**src/verilog/pph_pkg.sv**
```systemverilog
package pph_pkg;
    // Register map, 3-bit address, 8-bit data
    localparam logic [2:0] ADDR_PORT_A_CONTROL = 3'h0;
    localparam logic [2:0] ADDR_PORT_B_CONTROL = 3'h1;
    localparam logic [2:0] ADDR_GENERAL_CONTROL = 3'h2;
    localparam logic [2:0] ADDR_PORT_STATUS = 3'h3;
    localparam logic [2:0] ADDR_DIR_A = 3'h4;
    localparam logic [2:0] ADDR_DIR_B = 3'h5;
    localparam logic [2:0] ADDR_DATA_A = 3'h6;
    localparam logic [2:0] ADDR_DATA_B = 3'h7;
    localparam logic [7:0] CONTROL_RESET = 8'h00;
    // Control register fields
    localparam int SUBMODE_LSB = 6;
    localparam int LINE_CTRL_HI = 5;
    localparam int LINE_CTRL_MID = 4;
    localparam int LINE_CTRL_LO = 3;
    localparam int EDGE_IRQ_EN_BIT = 2;
    localparam int SVC_EN_BIT = 1;
    localparam int STATUS_CTRL_BIT = 0;
    // General control fields
    localparam int MODE_HI = 7;
    localparam int MODE_LO = 6;
    localparam int EN34_BIT = 5;
    localparam int EN12_BIT = 4;
    localparam logic [1:0] MODE_UNI16 = 2'h1;
    localparam logic [1:0] MODE_BIDIR8 = 2'h2;
    // Fourth line control codes (upper two bits)
    localparam logic [1:0] LINE4_FIXED = 2'h2;
    localparam logic [1:0] LINE4_HANDSHAKE = 2'h3;
    // Timing, device clock 40 MHz
    localparam int CLK_MHZ = 40;
    localparam int HS_DELAY_CYCLES = 2;
    localparam int PULSE_CYCLES = 4;
    localparam logic [2:0] PULSE_LEN = 3'(PULSE_CYCLES);
    localparam logic [1:0] HS_WAIT_LAST = 2'(HS_DELAY_CYCLES - 2);
endpackage : pph_pkg

```
**src/verilog/pph_edge.sv**
```systemverilog
`timescale 1ns/1ps
module pph_edge
(
    input wire logic clk,
    input wire logic rst_b,
    input wire logic ce,
    input wire logic din,
    output logic level,
    output logic rise
);
    logic meta;
    logic sync;

    // Two-stage capture, edge taken from the second stage against the third
    always_ff @(posedge clk)
    begin
        if (!rst_b)
        begin
            meta <= 1'b0;
            sync <= 1'b0;
            level <= 1'b0;
        end
        else if (ce)
        begin
            meta <= din;
            sync <= meta;
            level <= sync;
        end
    end

    assign rise = sync & ~level;
endmodule : pph_edge

```
**src/verilog/pph_top.sv**
```systemverilog
`timescale 1ns/1ps
// Function
// - Line two control: 0XX edge input, 1X0 driven low, 1X1 driven high.
// - Line four control: 0XX input, 100 low, 101 high, 110 interlocked, 111 pulsed.
// - Port A control bit 2 gates the line two status interrupt.
// - Port B control bit 2 gates the line four status interrupt.
// - Port A control bit 1 gates the line one status interrupt in 16-bit mode.
// - Port B control bit 1 gates both service and DMA request from line three.
// - Line one is an edge status input in 16-bit mode; status bit 0 ignored.
// - Input submode: line three flag set whenever unread input data is buffered.
// - Output submode: port A byte waits in temp latch, port B write moves word.
// - Output submode: DMA request asks for another 16-bit word.
// - Line four edge flag set on edge; cleared by reset, write one, disable.
// - Interlocked: line four asserts two clocks after load, drops on line three edge.
// - Handshake codes: line three edges do nothing to output data until line four is armed.
// - Pulsed: line four asserts as interlocked but at most four clocks.
// - Handshake codes keep line four flag clear; line four low while disabled.
// - Output submode: status bit 0 picks can-accept or both-empty line three meaning.
// - Line two edge flag set on edge; cleared by reset, write one, disable.
// - Output submode: input-direction pins still buffer written data, driver off.
// - Bidirectional mode: port A plain bit I/O, port B drives output buffer entry 0 with no line three or four handshake.
// - Bidirectional mode: port B direction follows line one; its direction ignored.
// - Bidirectional mode: port A writes single buffered, driven only where direction is 1.
// - Bidirectional mode: port A read gives pin where direction 0, latch where 1.
// - 16-bit mode sequencing advances on port B data access; A first, B last.
module pph_top
    import pph_pkg::*;
(
    input wire logic CLK,
    input wire logic RST_B,
    input wire logic CE,
    input wire logic [2:0] ADDR,
    input wire logic [7:0] WDATA,
    input wire logic WR,
    input wire logic RD,
    output logic [7:0] RDATA,
    input wire logic [7:0] PA_IN,
    output logic [7:0] PA_OUT,
    output logic [7:0] PA_OE,
    input wire logic [7:0] PB_IN,
    output logic [7:0] PB_OUT,
    output logic [7:0] PB_OE,
    input wire logic HANDSHAKE_LINE_ONE,
    input wire logic HANDSHAKE_LINE_TWO_IN,
    output logic HANDSHAKE_LINE_TWO_OUT,
    output logic HANDSHAKE_LINE_TWO_OE,
    input wire logic HANDSHAKE_LINE_THREE,
    input wire logic HANDSHAKE_LINE_FOUR_IN,
    output logic HANDSHAKE_LINE_FOUR_OUT,
    output logic HANDSHAKE_LINE_FOUR_OE,
    output logic SERVICE_REQUEST,
    output logic DMA_REQUEST_OUT
);
    logic [7:0] port_a_control;
    logic [7:0] port_b_control;
    logic [7:0] general_control;
    logic [7:0] dir_a;
    logic [7:0] dir_b;
    logic [7:0] temp_latch;
    logic [7:0] bitio_latch;
    logic [15:0] in_buf [0:1];
    logic [1:0] in_valid;
    logic [15:0] out_buf [0:1];
    logic [1:0] out_valid;
    logic line_one_status_flag;
    logic line_two_status_flag;
    logic line_four_status_flag;
    logic line_three_status_flag;
    logic armed;
    logic [1:0] wait_cnt;
    logic [2:0] pulse_cnt;
    logic [2:0] h4_run;
    logic lvl1, lvl2, lvl3, lvl4;
    logic rise1, rise2, rise3, rise4;

    pph_edge u_edge1 (.clk(CLK), .rst_b(RST_B), .ce(CE), .din(HANDSHAKE_LINE_ONE),
                      .level(lvl1), .rise(rise1));
    pph_edge u_edge2 (.clk(CLK), .rst_b(RST_B), .ce(CE), .din(HANDSHAKE_LINE_TWO_IN),
                      .level(lvl2), .rise(rise2));
    pph_edge u_edge3 (.clk(CLK), .rst_b(RST_B), .ce(CE), .din(HANDSHAKE_LINE_THREE),
                      .level(lvl3), .rise(rise3));
    pph_edge u_edge4 (.clk(CLK), .rst_b(RST_B), .ce(CE), .din(HANDSHAKE_LINE_FOUR_IN),
                      .level(lvl4), .rise(rise4));

    logic [1:0] mode;
    logic en12, en34, uni16, bidir, out_sub, in_sub;
    logic line2_output, line4_output, line4_hs, line4_pulsed;
    logic wr_a, wr_b, rd_b, push, pop_in, capture, drain, load_fol;
    logic hs_ready, h3_take;

    assign mode = general_control[MODE_HI:MODE_LO];
    assign en12 = general_control[EN12_BIT];
    assign en34 = general_control[EN34_BIT];
    assign uni16 = (mode == MODE_UNI16);
    assign bidir = (mode == MODE_BIDIR8);
    assign out_sub = uni16 & port_b_control[SUBMODE_LSB];
    assign in_sub = uni16 & ~port_b_control[SUBMODE_LSB];
    assign line2_output = port_a_control[LINE_CTRL_HI];
    assign line4_output = port_b_control[LINE_CTRL_HI];
    assign line4_hs = port_b_control[LINE_CTRL_HI:LINE_CTRL_MID] == LINE4_HANDSHAKE;
    assign line4_pulsed = line4_hs & port_b_control[LINE_CTRL_LO];
    assign wr_a = CE & WR & (ADDR == ADDR_DATA_A);
    assign wr_b = CE & WR & (ADDR == ADDR_DATA_B);
    assign rd_b = CE & RD & (ADDR == ADDR_DATA_B);

    // Ready means the handshake owner may accept a line three edge
    assign hs_ready = out_sub ? armed : (in_sub & ~in_valid[1] & en34);
    // Without a handshake code the edge alone moves data
    assign h3_take = rise3 & CE & (line4_hs ? hs_ready
                     : (out_sub ? out_valid[0] : ~in_valid[1]));
    assign capture = in_sub & h3_take;
    assign pop_in = in_sub & rd_b & in_valid[0];
    assign drain = out_sub & h3_take & out_valid[0];
    assign push = (out_sub | bidir) & wr_b;
    assign load_fol = push & (~out_valid[0] | (drain & ~out_valid[1]));

    always_ff @(posedge CLK)
    begin
        if (!RST_B)
        begin
            port_a_control <= CONTROL_RESET;
            port_b_control <= CONTROL_RESET;
            general_control <= CONTROL_RESET;
            dir_a <= CONTROL_RESET;
            dir_b <= CONTROL_RESET;
        end
        else if (CE && WR)
        begin
            unique case (ADDR)
                ADDR_PORT_A_CONTROL: port_a_control <= WDATA;
                ADDR_PORT_B_CONTROL: port_b_control <= WDATA;
                ADDR_GENERAL_CONTROL: general_control <= WDATA;
                ADDR_DIR_A: dir_a <= WDATA;
                ADDR_DIR_B: dir_b <= WDATA;
                default: ;
            endcase
        end
    end

    // Port A byte held until the port B half of the word arrives
    always_ff @(posedge CLK)
    begin
        if (!RST_B)
        begin
            temp_latch <= 8'h00;
            bitio_latch <= 8'h00;
        end
        else if (wr_a)
        begin
            temp_latch <= WDATA;
            bitio_latch <= WDATA;
        end
    end

    // Input double buffer: entry 0 is the final latch
    always_ff @(posedge CLK)
    begin
        if (!RST_B)
        begin
            in_valid <= 2'h0;
            in_buf[0] <= 16'h0000;
            in_buf[1] <= 16'h0000;
        end
        else if (CE)
        begin
            if (pop_in)
            begin
                in_buf[0] <= in_buf[1];
                in_valid <= {1'b0, in_valid[1]};
                if (capture && in_valid[1])
                begin
                    in_buf[1] <= {PA_IN, PB_IN};
                    in_valid <= 2'h3;
                end
                else if (capture)
                begin
                    in_buf[0] <= {PA_IN, PB_IN};
                    in_valid <= 2'h1;
                end
            end
            else if (capture)
            begin
                in_buf[in_valid[0]] <= {PA_IN, PB_IN};
                in_valid <= {in_valid[0], 1'b1};
            end
        end
    end

    // Output double buffer; input-direction pins still take the data
    always_ff @(posedge CLK)
    begin
        if (!RST_B)
        begin
            out_valid <= 2'h0;
            out_buf[0] <= 16'h0000;
            out_buf[1] <= 16'h0000;
        end
        else if (CE)
        begin
            if (drain)
            begin
                out_buf[0] <= out_buf[1];
                out_valid[0] <= out_valid[1];
                out_valid[1] <= 1'b0;
            end
            if (load_fol)
            begin
                out_buf[0] <= {temp_latch, WDATA};
                out_valid[0] <= 1'b1;
            end
            else if (push && !out_valid[1])
            begin
                out_buf[1] <= {temp_latch, WDATA};
                out_valid[1] <= 1'b1;
            end
        end
    end

    // Line four handshake sequencing: load delay for output submode, pulse timing for both submodes
    always_ff @(posedge CLK)
    begin
        if (!RST_B)
        begin
            armed <= 1'b0;
            wait_cnt <= 2'h0;
            pulse_cnt <= 3'h0;
        end
        else if (CE)
        begin
            if (!en34 || !line4_hs || h3_take || !out_sub)
            begin
                armed <= 1'b0;
                wait_cnt <= 2'h0;
            end
            else if (out_valid[0] && !armed)
            begin
                if (wait_cnt == HS_WAIT_LAST)
                    armed <= 1'b1;
                else
                    wait_cnt <= wait_cnt + 2'h1;
            end
            if (!hs_ready || h3_take)
                pulse_cnt <= 3'h0;
            else if (pulse_cnt < PULSE_LEN)
                pulse_cnt <= pulse_cnt + 3'h1;
        end
    end

    // Edge flags; a new edge beats a write-one clear
    always_ff @(posedge CLK)
    begin
        if (!RST_B)
        begin
            line_one_status_flag <= 1'b0;
            line_two_status_flag <= 1'b0;
            line_four_status_flag <= 1'b0;
        end
        else if (CE)
        begin
            if (WR && ADDR == ADDR_PORT_STATUS)
            begin
                if (WDATA[0])
                    line_one_status_flag <= 1'b0;
                if (WDATA[1])
                    line_two_status_flag <= 1'b0;
                if (WDATA[3])
                    line_four_status_flag <= 1'b0;
            end
            if (!en12)
                line_one_status_flag <= 1'b0;
            else if (rise1)
                line_one_status_flag <= 1'b1;
            if (!en12 || line2_output)
                line_two_status_flag <= 1'b0;
            else if (rise2)
                line_two_status_flag <= 1'b1;
            if (!en34 || line4_output)
                line_four_status_flag <= 1'b0;
            else if (rise4)
                line_four_status_flag <= 1'b1;
        end
    end

    always_comb
    begin
        if (out_sub)
            line_three_status_flag = port_b_control[STATUS_CTRL_BIT] ? ~|out_valid
                                     : ~&out_valid;
        else
            line_three_status_flag = (in_sub | bidir) & in_valid[0];
    end

    logic next_h4;
    logic next_h2;
    logic [7:0] next_pa_oe;
    logic [7:0] next_pa_out;
    logic [7:0] next_rdata;

    always_comb
    begin
        if (!line4_output)
            next_h4 = 1'b0;
        else if (!line4_hs)
            next_h4 = port_b_control[LINE_CTRL_LO];
        else
            // Drop on the accepting edge so a same-cycle reload never shows line four high
            next_h4 = en34 & hs_ready & ~h3_take
                      & (~line4_pulsed | (pulse_cnt < PULSE_LEN));
        next_h2 = line2_output & port_a_control[LINE_CTRL_LO];
        if (bidir)
        begin
            next_pa_oe = dir_a;
            next_pa_out = bitio_latch;
        end
        else
        begin
            next_pa_oe = dir_a;
            next_pa_out = out_sub ? out_buf[0][15:8] : bitio_latch;
        end
        unique case (ADDR)
            ADDR_PORT_A_CONTROL: next_rdata = port_a_control;
            ADDR_PORT_B_CONTROL: next_rdata = port_b_control;
            ADDR_GENERAL_CONTROL: next_rdata = general_control;
            ADDR_PORT_STATUS: next_rdata = {lvl4, lvl3, lvl2, lvl1,
                line_four_status_flag, line_three_status_flag,
                line_two_status_flag, line_one_status_flag};
            ADDR_DIR_A: next_rdata = dir_a;
            ADDR_DIR_B: next_rdata = dir_b;
            ADDR_DATA_A: next_rdata = in_sub ? ((in_buf[0][15:8] & ~dir_a) | (bitio_latch & dir_a))
                : ((PA_IN & ~dir_a) | (next_pa_out & dir_a));
            ADDR_DATA_B: next_rdata = in_sub ? in_buf[0][7:0] : PB_IN;
            default: next_rdata = 8'h00;
        endcase
    end

    always_ff @(posedge CLK)
    begin
        if (!RST_B)
        begin
            RDATA <= 8'h00;
            PA_OUT <= 8'h00;
            PA_OE <= 8'h00;
            PB_OUT <= 8'h00;
            PB_OE <= 8'h00;
            HANDSHAKE_LINE_TWO_OUT <= 1'b0;
            HANDSHAKE_LINE_TWO_OE <= 1'b0;
            HANDSHAKE_LINE_FOUR_OUT <= 1'b0;
            HANDSHAKE_LINE_FOUR_OE <= 1'b0;
            SERVICE_REQUEST <= 1'b0;
            DMA_REQUEST_OUT <= 1'b0;
        end
        else if (CE)
        begin
            if (RD)
                RDATA <= next_rdata;
            PA_OUT <= next_pa_out;
            PA_OE <= next_pa_oe;
            PB_OUT <= (out_sub | bidir) ? out_buf[0][7:0] : bitio_latch;
            // Line one level, not the direction register, steers port B here
            PB_OE <= bidir ? {8{~lvl1}} : dir_b;
            HANDSHAKE_LINE_TWO_OUT <= next_h2;
            HANDSHAKE_LINE_TWO_OE <= line2_output;
            HANDSHAKE_LINE_FOUR_OUT <= next_h4;
            HANDSHAKE_LINE_FOUR_OE <= line4_output;
            SERVICE_REQUEST <= (port_a_control[EDGE_IRQ_EN_BIT] & line_two_status_flag)
                | (port_b_control[EDGE_IRQ_EN_BIT] & line_four_status_flag)
                | (port_a_control[SVC_EN_BIT] & line_one_status_flag)
                | (port_b_control[SVC_EN_BIT] & line_three_status_flag);
            DMA_REQUEST_OUT <= port_b_control[SVC_EN_BIT] & uni16
                & line_three_status_flag;
        end
    end

    // Consecutive high cycles of line four, for checking only
    always_ff @(posedge CLK)
    begin
        if (!RST_B)
            h4_run <= 3'h0;
        else if (CE)
            h4_run <= (next_h4 && h4_run != 3'h7) ? h4_run + 3'h1 : (next_h4 ? h4_run : 3'h0);
    end
endmodule : pph_top

```
**config.mk**
```make
export PLATFORM = sky130hd
export DESIGN_NAME = pph_top
export DESIGN_NICKNAME = d
export VERILOG_FILES = /design/src/verilog/pph_pkg.sv /design/src/verilog/pph_edge.sv /design/src/verilog/pph_top.sv
export SDC_FILE = /design/constraint.sdc
export NUM_CORES = 1
export LEC_CHECK = 0
export BUFFER_PORTS_ARGS = -buffer_cell sky130_fd_sc_hd__buf_4
export CORE_MARGIN = 4
export CORE_UTILIZATION = 30
export DETAILED_ROUTE_END_ITERATION = 16
export SLEW_MARGIN = 5
export SYNTH_ARGS = -nofsm -noshare
export SYNTH_HDL_FRONTEND = slang
export SYNTH_SLANG_ARGS = --single-unit
export TNS_END_PERCENT = 100
```
**constraint.sdc**
```tcl
create_clock -name CLK -period 3.6 [get_ports CLK]
set_input_delay 0.18 -clock CLK [delete_from_list [all_inputs] [get_ports CLK]]
set_output_delay 0.18 -clock CLK [all_outputs]
set_load 0.03 [all_outputs]
```
; After elaboration in Yosys (flattened, before gate mapping)
; Memories as Yosys holds them, arrays and structs flattened.
; Index checks and enable logic that the tools add are counted.
[classes]
addsub = 2
n_mul = 0
div = 0
magnitude_cmp = 1
eq_ne = 13
shift = 0
muxes = 84
bitwise = 65
reduce_logical = 48
[op_table]
columns = cell, count
row1 = $mux W16, 7
row2 = $pmux W8 S8, 1
row3 = $mux W1, 61
row4 = $mux W8, 6
row5 = $and A1 B1 Y1, 35
row6 = $and A8 B8 Y8, 4
row7 = $reduce_and A2 Y1, 10
row8 = $or A8 B8 Y8, 2
row9 = $reduce_or A16 Y1, 1
row10 = $reduce_and A3 Y1, 5
row11 = $mux W2, 7
row12 = $or A1 B1 Y1, 13
row13 = $eq A3 B3 Y1 const B, 4
row14 = $reduce_bool A3 Y1, 4
row15 = $not A1 Y1, 10
row16 = $reduce_bool A2 Y1, 5
row17 = $logic_not A1 Y1, 9
row18 = $not A8 Y8, 1
row19 = $eq A3 B2 Y1 const B, 2
row20 = $logic_or A1 B1 Y1, 6
row21 = $mux W3, 2
row22 = $logic_and A1 B1 Y1, 5
row23 = $eq A2 B2 Y1 const B, 2
row24 = $add A3 B1 Y3 const B, 1
row25 = other kinds (10), 10
[word_totals]
reg_bits = 119
latch_bits = 0
ramBits = 64
rom_bits = 0
input_bits = 36
output_inout_bits = 46
word_cells = 253
mem_count = 2
[memory_table]
columns = name, words, word_bits, read_ports, rd_clocked_by_memory_dff, wr, line_no
row1 = in_buf, 2, 16, 2, 0, 2, pph_top.sv:61  ; logic [15:0] in_buf [0:1];
row2 = out_buf, 2, 16, 2, 0, 2, pph_top.sv:63  ; logic [15:0] out_buf [0:1];

; Depth between registers and ports, before layout
; Gate-level depths: netlist of run 1.
[logic_depth]
depth_word = 17
ltp_mapped = 9
mapped_depth_nobuf = 6

; Cells and area by module
; Synthesis of run 1 repeated with hierarchy kept, for this count alone.
[unflattened]
cells_unflattened = 871
hier_area_um2 = 8436.8
[by_module_without_submodules]
columns = mod, instances, cells_each, area_each_um2, seq_area_each_um2
row1 = pph_top, 1, 831, 7976.4, 4063.9
row2 = pph_edge, 4, 10, 115.1, 60.1

; Least setup slack after synthesis of run 1
; Ideal clock, no wire load.
[synth_path]
kind = register -> register
from = register general_control[7]
to = memory in_buf[0][0] (enable)
setup_ps = 414
arrival_ps = 2498
required_time_ps = 3186
slack_ps = 688
path_stages_with_launch = 5
path_buffers = 0
synth_period_minus_slack_ps = 2912
path_cell_list = dfxtp_1 nand3b_4 mux2i_1 nand4_1 o21ai_0
[synth_rtl]
columns = item, line_no
row1 = start: declaration, pph_top.sv:56  ; logic [7:0] general_control;
row2 = start signal: assignment, pph_top.sv:123  ; general_control <= CONTROL_RESET;
row3 = start signal: assignment, pph_top.sv:132  ; ADDR_GENERAL_CONTROL: general_control <= WDATA;
row4 = end: declaration, pph_top.sv:61

==> results.sh, run 1 <==
export IMPL_rsz0062_at_grt="no"
export IMPL_critPathCapture="out_buf[0][1]$_SDFFCE_PN0P_"
export IMPL_ys_ff_latch=183
export IMPL_syn_avg_cell_area_um2=10.3
export IMPL_worstPathCellList="nand2b_1 -> a211o_1 -> o32ai_2 -> and2_2 -> a21boi_0"
export IMPL_setup_tns_ps=0
export IMPL_path_clk_slew_ps=70
export IMPL_die_w_um=178
export IMPL_rr_startpoint="general_control[7]$_SDFFE_PN0P_"
export IMPL_final_cell_mix="dfxtp_1 (119), nor2_1 (102), mux2i_1 (98)"
export IMPL_p_comb_share_pct=7.3
export IMPL_clk_latency_ps=430
export IMPL_htreeDepth=4
export IMPL_fin_util_pct=35.6
export IMPL_synthArstFlopShare_pct=0
export IMPL_clockPowerShare_pct=43.4
export IMPL_worst_setup_path_type="reg -> reg"
export IMPL_syn_nets=883
export IMPL_rrSetupSlack_ps=750
export IMPL_hold_ws_ps=50.7
export IMPL_ys_top_cells_by_area="dfxtp_1 (27%), edfxtp_1 (22%), mux2i_1 (11%)"
export IMPL_fmax_ghz=0.351
export IMPL_num_io_pins=82
export IMPL_synth_cell_types=72
export IMPL_fillers=2909
export IMPL_routed_wl_um=24800
export IMPL_dieArea_um2=31700
export IMPL_portBuffers=81
export IMPL_endpoint_kind="flop"
export IMPL_first_pass_iters=5
export IMPL_drc=0
export IMPL_p_leak_uw=0.00373
export IMPL_core_um2=28600
export IMPL_syn_cell_area_um2=8680
export IMPL_cp_max_fo=19
export IMPL_drive_gt1_share_pct=19.6
export IMPL_grt_use_total_pct=15.9
export IMPL_seqPwrFrac_pct=49.3
export IMPL_synth_enable_flop_cells=64
export IMPL_r2r_cells=5
export IMPL_finalMaxSlewViolations=0
export IMPL_synth_cells=845
export IMPL_grt_start_max_net_pins=88
export IMPL_cts_buffers_inserted=17
export IMPL_switching_share_pct=24.7
export IMPL_fin_crit_sh_pct=79.2
export IMPL_r2r_end="out_buf[0][1]$_SDFFCE_PN0P_"
export IMPL_viasPerCell=5.14
export IMPL_tightest_slew_ps=971
export IMPL_vias=6656
export IMPL_finalCriticalPeriod_ps=2850
export IMPL_wl_per_cell_um=19.1
export IMPL_worstPathRequired_ps=3860
export IMPL_num_rows=62
export IMPL_place_inst=1260
export IMPL_area_growth_syn_to_layout_pct=17.3
export IMPL_grt_pass1_vias=6362
export IMPL_grt_pass1_wl_um=38500
export IMPL_final_common_cell="dfxtp_1"
export IMPL_start_kind="flop"
export IMPL_p_int_uw=3380
export IMPL_clockRootBuffer="clkbuf_16"
export IMPL_slew_headroom_pct=35.3
export IMPL_cts_repair_resized=0
export IMPL_antenna_found_initial=0
export IMPL_power_switching_uw=1110
export IMPL_crit_slowest_cell="a211o_1"
export IMPL_max_stage_delay_ps=600
export IMPL_hold_class="in -> reg"
export IMPL_num_antenna_cells=0
export IMPL_cts_tree="built"
export IMPL_startpoint="general_control[7]$_SDFFE_PN0P_"
export IMPL_final_hold_violation_count=0
export IMPL_max_cap_violations=0
export IMPL_yosys_area_top_type_share_pct=27.4
export IMPL_grt_ovfl_total=0
export IMPL_ant_nets=0
export IMPL_yosys_area_top_type="dfxtp_1"
export IMPL_cp_depth=5
export IMPL_fin_cells=1296
export IMPL_crit_family="compound AO/OA/AOI/OAI gates"
export IMPL_status="finished clean"
export IMPL_setup_viol=0
export IMPL_fin_skew_ps=9.08
export IMPL_place_area_um2=9530
export IMPL_post_cts_setup_buffer_count=0
export IMPL_initialDrtViolationCount=748
export IMPL_crit_buf_inv=0
export IMPL_dp_hpwl_um=17500
export IMPL_start_util_pct=30.3
export IMPL_ys_warn_count=0
export IMPL_place_congestion=0.948
export IMPL_cts_buffer_depth=2
export IMPL_power_density_nw_per_um2=441
export IMPL_die_height_um=178
export IMPL_final_area_um2=10200
export IMPL_fin_nets=937
export IMPL_cts_sinks=183
export IMPL_synth_flop_cell="dfxtp_1"
export IMPL_synth_seq_area_share_pct=49.6
export IMPL_peakVddDrop_mv=0.244
export IMPL_cp_arrival_ps=3110
layer usage:
layer  global-route usage, %  vias to the layer above  wire length, um
met3                    2.97                       40             1650
met1                    22.8                     3181            11600
met4                    5.22                        0              629
met5                       0                        -                0
met2                    24.0                      232            10900
li1                        -                     3203                -
how the worst min path moves through the flow:
stage | cells past startpoint | to | from
finish | 3 | in_buf[0][2]$_DFFE_PP_ | PB_IN[2]
global route | 2 | in_buf[1][0]$_DFFE_PP_ | PB_IN[0]
CTS | 3 | in_buf[0][2]$_DFFE_PP_ | PB_IN[2]
detailed placement | 3 | u_edge1.meta$_SDFFE_PN0P_ | HANDSHAKE_LINE_ONE
global placement | 3 | u_edge2.meta$_SDFFE_PN0P_ | HANDSHAKE_LINE_TWO_IN
floorplan | 2 | port_a_control[4]$_SDFFE_PN0P_ | WDATA[4]
sequential cells by signal (all words and copies together), names as in the netlist, 2 cells and up:
signal,count
PA_OE,8
PA_OUT,8
PB_OE,8
PB_OUT,8
RDATA,8
bitio_latch,8
dir_a,8
dir_b,8
general_control,8
in_buf,32
in_valid,2
out_buf,32
out_valid,2
port_a_control,8
port_b_control,8
pulse_cnt,3
wait_cnt,2
worst register-to-register path, cell delays in order (launching register included):
cell	delay [ps]
dfxtp_1	470
nand2b_1	320
a211o_1	610
o32ai_2	580
and2_2	450
a21boi_0	250
cells in the mapped netlist, types with 7 or more instances:
cell        n
a211o_1     9
a211oi_1   17
a21boi_0    7
a21boi_1   10
a21oi_1    25
a311oi_1    8
and2_1     19
and3_1     19
buf_2      11
clkbuf_1   32
dfxtp_1   119
edfxtp_1   64
mux2_2      8
mux2i_1    98
nand2_1    60
nand2b_1    8
nand3_1    34
nand3_2    14
nor2_1    102
nor2b_1     9
o211ai_1    9
o21ai_0    44
o21ai_2    14
what timing repair did:
| action | 4_1_cts | 5_1_grt |
|---|---|---|
| endpoints found under the hold margin | 4 | 0 |
| hold buffers | 4 | 0 |
| setup endpoints to repair | 0 | 0 |
power by group through the flow:
stage          clock network (uW)  logic [uW]  registers (uW)
2_1_floorplan                   0         164            2280
3_3_place_gp                    0         322            2260
3_5_place_dp                    0         323            2260
4_1_cts                      1990         328            2220
5_1_grt                      2080         354            2220
6_report                     1950         326            2220
through the flow:
| stage | setup WS [ps] | total power [uW] |
|---|---|---|
| 2_1_floorplan | 688 | 2450 |
| 3_3_place_gp | 991 | 2580 |
| 3_5_place_dp | 851 | 2590 |
| 4_1_cts | 808 | 4530 |
| 5_1_grt | 488 | 4650 |
| 6_report | 749 | 4490 |
cell families after synthesis:
| kind of cell | count (synthesis) | share of synthesized area, % |
|---|---|---|
| AOI/OAI and AO/OA | 187 | 15.7 |
| adders and majority gates | 3 | 0.403 |
| buffers and inverters | 69 | 4.12 |
| DFF | 183 | 49.6 |
| muxes | 107 | 12.5 |
| and+or+nand+nor | 296 | 17.7 |
layout make-up:
| cell class | count | area [um^2] | share of cell area [%] |
|---|---|---|---|
| Sequential cell | 183 | 4300 | 42.3 |
| Multi-Input combinational cell | 593 | 4030 | 39.5 |
| Timing Repair Buffer | 96 | 731 | 7.18 |
| Tap cell | 384 | 480 | 4.72 |
| Clock buffer | 18 | 450 | 4.42 |
| Clock inverter | 14 | 161 | 1.58 |
| Inverter | 8 | 31.3 | 0.307 |
Note: power is estimated with default switching activity, not from simulation.
==> run 2, diff against run 1 <==
ABC_AREA = 1   (was default)
clock period = 2.4 ns   (was 3.6 ns; I/O delays follow)
==> run 2 against run 1 <==
Effect of this change:
- final cell count grew 17%
- register-to-register slack worse by 690 ps
- critical path depth up 3
- clock power rose by 44%
- maximum frequency up 22%
- wire length up 6.0%
- combinational power up 85%
- global-route usage increased by 0.75 points
- critical endpoint is now RDATA[6]$_SDFFE_PN0P_
- final area fell by 0.38%
- clock skew hardly changed
==> results.sh, run 2 <==
export IMPL_hold_ws_ps=13.5
export IMPL_finalPower_uw=6760
export IMPL_final_hold_violation_count=0
export IMPL_cp_max_fo=14
export IMPL_place_area_um2=9490
export IMPL_cp_arrival_ps=2650
export IMPL_grt_use_total_pct=16.6
export IMPL_num_io_pins=82
export IMPL_synth_cells=1040
export IMPL_synth_compound_area_share_pct=18.5
export IMPL_dp_hpwl_um=18900
export IMPL_cts_sinks=183
export IMPL_dieArea_um2=30400
export IMPL_first_pass_iters=5
export IMPL_fillers=2794
export IMPL_slew_headroom_pct=53.6
export IMPL_num_antenna_cells=0
export IMPL_wl_per_cell_um=17.3
export IMPL_final_common_cell="nand2_1"
export IMPL_place_congestion=0.914
export IMPL_synth_enable_flop_cells=64
export IMPL_antenna_found_initial=1
export IMPL_finalCriticalPeriod_ps=2340
export IMPL_routed_wl_um=26300
export IMPL_synth_commonest_cells="nand2_1 (186), o21ai_0 (120), dfxtp_1 (119)"
export IMPL_reg_top3="in_buf: 32 flops, out_buf: 32 flops"
export IMPL_path_clk_slew_ps=70
export IMPL_synth_flop_cell="dfxtp_1"
export IMPL_area_growth_syn_to_layout_pct=22.3
export IMPL_die_w_um=174
export IMPL_synth_seq_area_share_pct=51.9
export IMPL_r2r_cells=8
export IMPL_initialDrtViolationCount=715
export IMPL_p_leak_uw=0.00416
export IMPL_synth_xor_xnor_area_share_pct=0
export IMPL_grt_start_max_net_pins=75
export IMPL_fmax_ghz=0.427
export IMPL_synth_mux_area_share_pct=0
export IMPL_crit_slowest_cell="dfxtp_1"
export IMPL_grt_pass1_vias=6998
export IMPL_vias=7520
export IMPL_setup_tns_ps=0
export IMPL_hold_class="in -> reg"
export IMPL_synth_cell_types=39
export IMPL_synth_top_family_by_area="simple AND/OR/NAND/NOR gates"
export IMPL_rrSetupSlack_ps=60
export IMPL_cts_buffers_inserted=17
export IMPL_power_density_nw_per_um2=667
export IMPL_rr_startpoint="general_control[6]$_SDFFE_PN0P_"
export IMPL_seq_area_um2=4300
export IMPL_num_rows=60
export IMPL_cts_tree="built"
export IMPL_core_um2=27100
export IMPL_yosys_area_top_type="dfxtp_1"
export IMPL_final_cell_mix="nand2_1 (186), dfxtp_1 (119), o21ai_0 (119)"
export IMPL_max_stage_delay_ps=510
export IMPL_finalMaxSlewViolations=0
export IMPL_setup_viol=0
export IMPL_synthAdderAreaFrac_pct=0.302
export IMPL_crit_top_cell="o21ai_0"
export IMPL_fin_crit_sh_pct=97.7
export IMPL_r2r_end="RDATA[6]$_SDFFE_PN0P_"
export IMPL_ys_top_cells_by_area="dfxtp_1 (29%), edfxtp_1 (23%), nand2_1 (8.4%)"
export IMPL_portBuffers=81
export IMPL_whs_path_depth=3
export IMPL_ys_warn_count=0
export IMPL_rsz0062_at_grt="no"
export IMPL_ant_nets=0
export IMPL_ys_ff_latch=183
export IMPL_start_util_pct=30.6
export IMPL_grt_pass1_wl_um=39600
export IMPL_grt_ovfl_total=0
export IMPL_start_kind="flop"
export IMPL_yosys_area_top_type_share_pct=28.7
export IMPL_clk_latency_ps=430
export IMPL_synth_most_common_cell="nand2_1"
export IMPL_drc=0
export IMPL_syn_nets=1078
export IMPL_clockRootBuffer="clkbuf_16"
export IMPL_status="finished clean"
export IMPL_fin_nets=1171
export IMPL_crit_buf_inv=1
export IMPL_fin_skew_ps=8.63
export IMPL_crit_family="compound AO/OA/AOI/OAI gates"
export IMPL_syn_avg_cell_area_um2=7.98
export IMPL_worst_setup_path_type="reg -> reg"
export IMPL_tightest_slew_ps=696
export IMPL_drive_gt1_share_pct=15.4
export IMPL_die_height_um=174
export IMPL_endpoint_kind="flop"
export IMPL_max_cap_violations=0
export IMPL_viasPerCell=4.95
export IMPL_holdPathEnd="port_a_control[2]$_SDFFE_PN0P_"
export IMPL_htreeDepth=4
export IMPL_peakVddDrop_mv=0.338
export IMPL_worstPathCellList="nand3_2 -> buf_4 -> o21ai_0 -> nor2_1 -> o21ai_0 -> nand3_1 -> nand2_1 -> a21oi_1"
export IMPL_hp_start="WDATA[2]"
export IMPL_worstPathRequired_ps=2710
export IMPL_cts_buffer_depth=2
export IMPL_final_area_um2=10100
export IMPL_syn_cell_area_um2=8300
export IMPL_synth_simple_area_share_pct=21.7
export IMPL_synthArstFlopShare_pct=0
export IMPL_multi_input_area_um2=3360
run 2: cell count changes after synthesis, moves of 21 or more:
| cell | before | now |
|---|---|---|
| inv_1 | 6 | 106 |
| a21oi_1 | 25 | 110 |
| nand2_1 | 60 | 186 |
| mux2i_1 | 98 | 0 |
| nand4_1 | 4 | 25 |
| o21ai_0 | 44 | 120 |
| nand3_1 | 34 | 67 |
run 2: cell families after synthesis:
| family | Yosys count |
|---|---|
| fa+ha+maj | 2 |
| buf+inv | 164 |
| simple gates | 411 |
| flops | 183 |
| compound gates | 280 |
run 2: worst max path at each step:
stage,start,to,slack (ps),cells past startpoint
3_5_place_dp,general_control[6]$_SDFFE_PN0P_,in_buf[1][3]$_DFFE_PP_,150,9
6_report,general_control[6]$_SDFFE_PN0P_,RDATA[6]$_SDFFE_PN0P_,60,8
4_1_cts,general_control[6]$_SDFFE_PN0P_,in_buf[1][11]$_DFFE_PP_,140,9
3_3_place_gp,general_control[6]$_SDFFE_PN0P_,in_buf[1][14]$_DFFE_PP_,210,9
5_1_grt,general_control[6]$_SDFFE_PN0P_,RDATA[6]$_SDFFE_PN0P_,20,8
2_1_floorplan,general_control[6]$_SDFFE_PN0P_,in_buf[0][0]$_DFFE_PP_,8,10
run 2: what timing repair did:
action / 4_1_cts / 5_1_grt
hold buffers: 6 / 0
endpoints found under the setup margin: 0 / 8
resized for setup: 0 / 2
endpoints found under the hold margin: 6 / 0
buffers inserted: 0 / 1
run 2: worst register-to-register path, delay by kind of cell, from the launching register on:
kind | cells | cell delay, ps
AOI/OAI and AO/OA | 3 | 860
and+or+nand+nor | 4 | 620
DFF | 1 | 510
buffers and inverters | 1 | 230
run 2: layout make-up:
class,count,share of cell area (%)
Multi-Input combinational cell,693,33.2
Tap cell,372,4.59
Clock inverter,10,0.888
Timing Repair Buffer,123,9.90
Sequential cell,183,42.4
Clock buffer,22,4.79
Inverter,115,4.26
run 2: routing by layer:
layer | vias up | GRT usage, % | share of wire [%]
met5 | - | 0 | 0
met4 | 0 | 4.16 | 1.4
met3 | 24 | 3.46 | 6.1
met2 | 252 | 27.0 | 47
met1 | 3542 | 22.7 | 46
li1 | 3702 | - | -
run 2: per-stage QoR:
step | util [%] | cells | setup slack (ps)
6_report | 37.4 | 1518 | 56.2
3_3_place_gp | 35.0 | 1479 | 210
2_1_floorplan | - | 1040 | 7.93
5_1_grt | 37.4 | 1518 | 23.4
4_1_cts | 37.3 | 1517 | 140
3_5_place_dp | 35.0 | 1479 | 146
run 2: report_power, final:
part	leakage, uW	internal (uW)	switching, uW	total (uW)
clock	0.000286	1550	1250	2800
sequential	0.00163	3300	58.6	3360
combinational	0.00225	197	406	603
total	0.00416	5050	1710	6760
==> run 3, diff against run 2 <==
GPL_ROUTABILITY_DRIVEN = 0   (was default)
PLACE_DENSITY = 0.47   (was default)
clock period = 2.2 ns   (was 2.4 ns; I/O delays follow)
==> run 3 against run 2 <==
Effect of this change:
- register-to-register slack improved by 160 ps
- clock power rose by 15%
- largest power group unchanged
- combinational power rose by 17%
- final area rose by 3.8%
- highest routed layer unchanged
==> results.sh, run 3 (synthesized netlist as in run 2, its figures left out) <==
export IMPL_status="finished clean"
export IMPL_grt_util_met2_pct=28.9
export IMPL_cts_sinks=183
export IMPL_power_density_nw_per_um2=721
export IMPL_antenna_found_initial=0
export IMPL_core_um2=27100
export IMPL_num_rows=60
export IMPL_finalPower_uw=7600
export IMPL_clockPowerShare_pct=42.5
export IMPL_grt_use_total_pct=17.9
export IMPL_die_height_um=174
export IMPL_cts_buffers_inserted=17
export IMPL_setup_tns_ps=0
export IMPL_setup_viol=0
export IMPL_peakVddDrop_mv=0.489
export IMPL_finalMaxSlewViolations=0
export IMPL_crit_buf_inv=4
export IMPL_worst_setup_path_type="in -> reg"
export IMPL_cp_max_fo=16
export IMPL_rsz0062_at_grt="no"
export IMPL_final_cell_mix="nand2_1 (186), buf_4 (126), dfxtp_1 (119), o21ai_0 (119), nor2_1 (114)"
export IMPL_fin_nets=1208
export IMPL_finalCriticalPeriod_ps=2000
export IMPL_die_w_um=174
export IMPL_tightest_slew_ps=625
export IMPL_num_io_pins=82
export IMPL_drive_gt1_share_pct=16.6
export IMPL_path_clk_slew_ps=70
export IMPL_grt_pass1_wl_um=42300
export IMPL_final_hold_violation_count=0
export IMPL_grt_start_max_net_pins=65
export IMPL_final_common_cell="nand2_1"
export IMPL_viasPerCell=4.82
export IMPL_drc=0
export IMPL_ant_nets=0
export IMPL_worstPathCellList="dlygate4sd3_1 -> buf_4 -> nand2_1 -> inv_1 -> nand4_4 -> nand2_2 -> inv_2 -> a31oi_4 -> nor2_1"
export IMPL_seqPwrFrac_pct=48.2
export IMPL_endpoint_kind="flop"
export IMPL_area_growth_syn_to_layout_pct=27.0
export IMPL_grt_pass1_vias=7330
export IMPL_start_kind="primary input"
export IMPL_cts_buffer_depth=2
export IMPL_start_util_pct=30.6
export IMPL_fin_skew_ps=18.8
export IMPL_crit_family="buffers and inverters"
export IMPL_clockRootBuffer="clkbuf_16"
export IMPL_grt_busiest_layer="met2"
export IMPL_cp_arrival_ps=2180
export IMPL_first_pass_iters=5
export IMPL_fmax_ghz=0.500
export IMPL_fin_crit_sh_pct=90.8
export IMPL_dieArea_um2=30400
export IMPL_initialDrtViolationCount=628
export IMPL_reg_top3="in_buf: 32 flops, out_buf: 32 flops"
export IMPL_grt_ovfl_total=0
export IMPL_vias=7501
export IMPL_grt_use_met3_pct=3.65
export IMPL_worstPathRequired_ps=2380
export IMPL_num_antenna_cells=0
export IMPL_p_leak_uw=0.00434
export IMPL_switching_share_pct=26.6
export IMPL_dp_hpwl_um=19400
export IMPL_p_int_uw=5580
export IMPL_wl_per_cell_um=17.7
export IMPL_routed_wl_um=27500
export IMPL_slew_headroom_pct=58.0
export IMPL_p_comb_share_pct=9.3
export IMPL_clk_latency_ps=450
export IMPL_hold_class="in -> reg"
export IMPL_crit_slowest_cell="dlygate4sd3_1"
export IMPL_max_stage_delay_ps=530
export IMPL_cts_tree="built"
export IMPL_grt_met1_usage_pct=24.4
export IMPL_power_switching_uw=2030
export IMPL_max_cap_violations=0
export IMPL_portBuffers=81
export IMPL_htreeDepth=4
-- run 3: cell types whose count changed in the layout (fill, tap and decap cells not counted), moves of 2 or more --
cell / change
dlygate4sd3_1: +19
buf_4: +15
inv_8: +5
clkinv_2: -4
clkinvlp_4: +3
buf_12: +2
clkbuf_1: -2
clkbuf_8: -2
-- run 3: routing by layer --
layer,up-vias,routed length [um],part of all wire [%]
met5,-,0,0
met4,0,484,1.8
met3,35,1210,4.4
met2,181,12700,46
met1,3496,13100,48
li1,3789,-,-
-- run 3: worst min-delay path, stage by stage --
cell    delay, ps
buf_4          90
inv_1          50
nor2_1         90
-- run 3: worst paths after layout --
kind,from,end,slack [ps],cells after the start
worst max-delay path,CE,in_buf[1][3]$_DFFE_PP_,200,9
worst min-delay path,PB_IN[5],in_buf[1][5]$_DFFE_PP_,5,3
worst max register to register,general_control[6]$_SDFFE_PN0P_,out_buf[0][2]$_SDFFCE_PN0P_,220,12
worst min register to register,HANDSHAKE_LINE_TWO_OE$_SDFFE_PN0P_,HANDSHAKE_LINE_TWO_OE$_SDFFE_PN0P_,460,2
-- run 3: area by class of cell --
cell class              instances  area, um^2
clock buffers                  17         425
inverters                     115         432
fillers                      2834       16600
multi-input cells             693        3370
flip-flops and latches        183        4300
well taps                     372         465
clock inverters                15         181
repair buffers                160        1360
-- run 3: what timing repair did --
action / 4_1_cts / 5_1_grt
setup buffers: 0 / 1
endpoints found under the hold margin: 27 / 0
gates resized for setup: 0 / 2
hold buffers: 25 / 0
endpoints found under the setup margin: 0 / 4
-- run 3: power by group through the flow --
| stage | Combinational, uW | Sequential (uW) | Clock, uW |
|---|---|---|---|
| 2_1_floorplan | 284 | 3800 | 0 |
| 3_3_place_gp | 668 | 3740 | 0 |
| 3_5_place_dp | 669 | 3740 | 0 |
| 4_1_cts | 707 | 3670 | 3290 |
| 5_1_grt | 769 | 3680 | 3430 |
| 6_report | 706 | 3660 | 3230 |
-- run 3: through the flow --
stage | setup slack [ps] | util [%] | instance area, um^2 | instances | hold WS (ps)
after floorplan | 6.69 | - | 8310 | 1040 | 245
after global placement | 246 | 35.7 | 9660 | 1497 | 338
after detailed placement | 224 | 35.7 | 9660 | 1497 | 345
after CTS | 173 | 38.8 | 10500 | 1554 | 0.504
after global routing | 5.66 | 38.9 | 10500 | 1555 | 14.4
final | 202 | 38.9 | 10500 | 1555 | 5.28
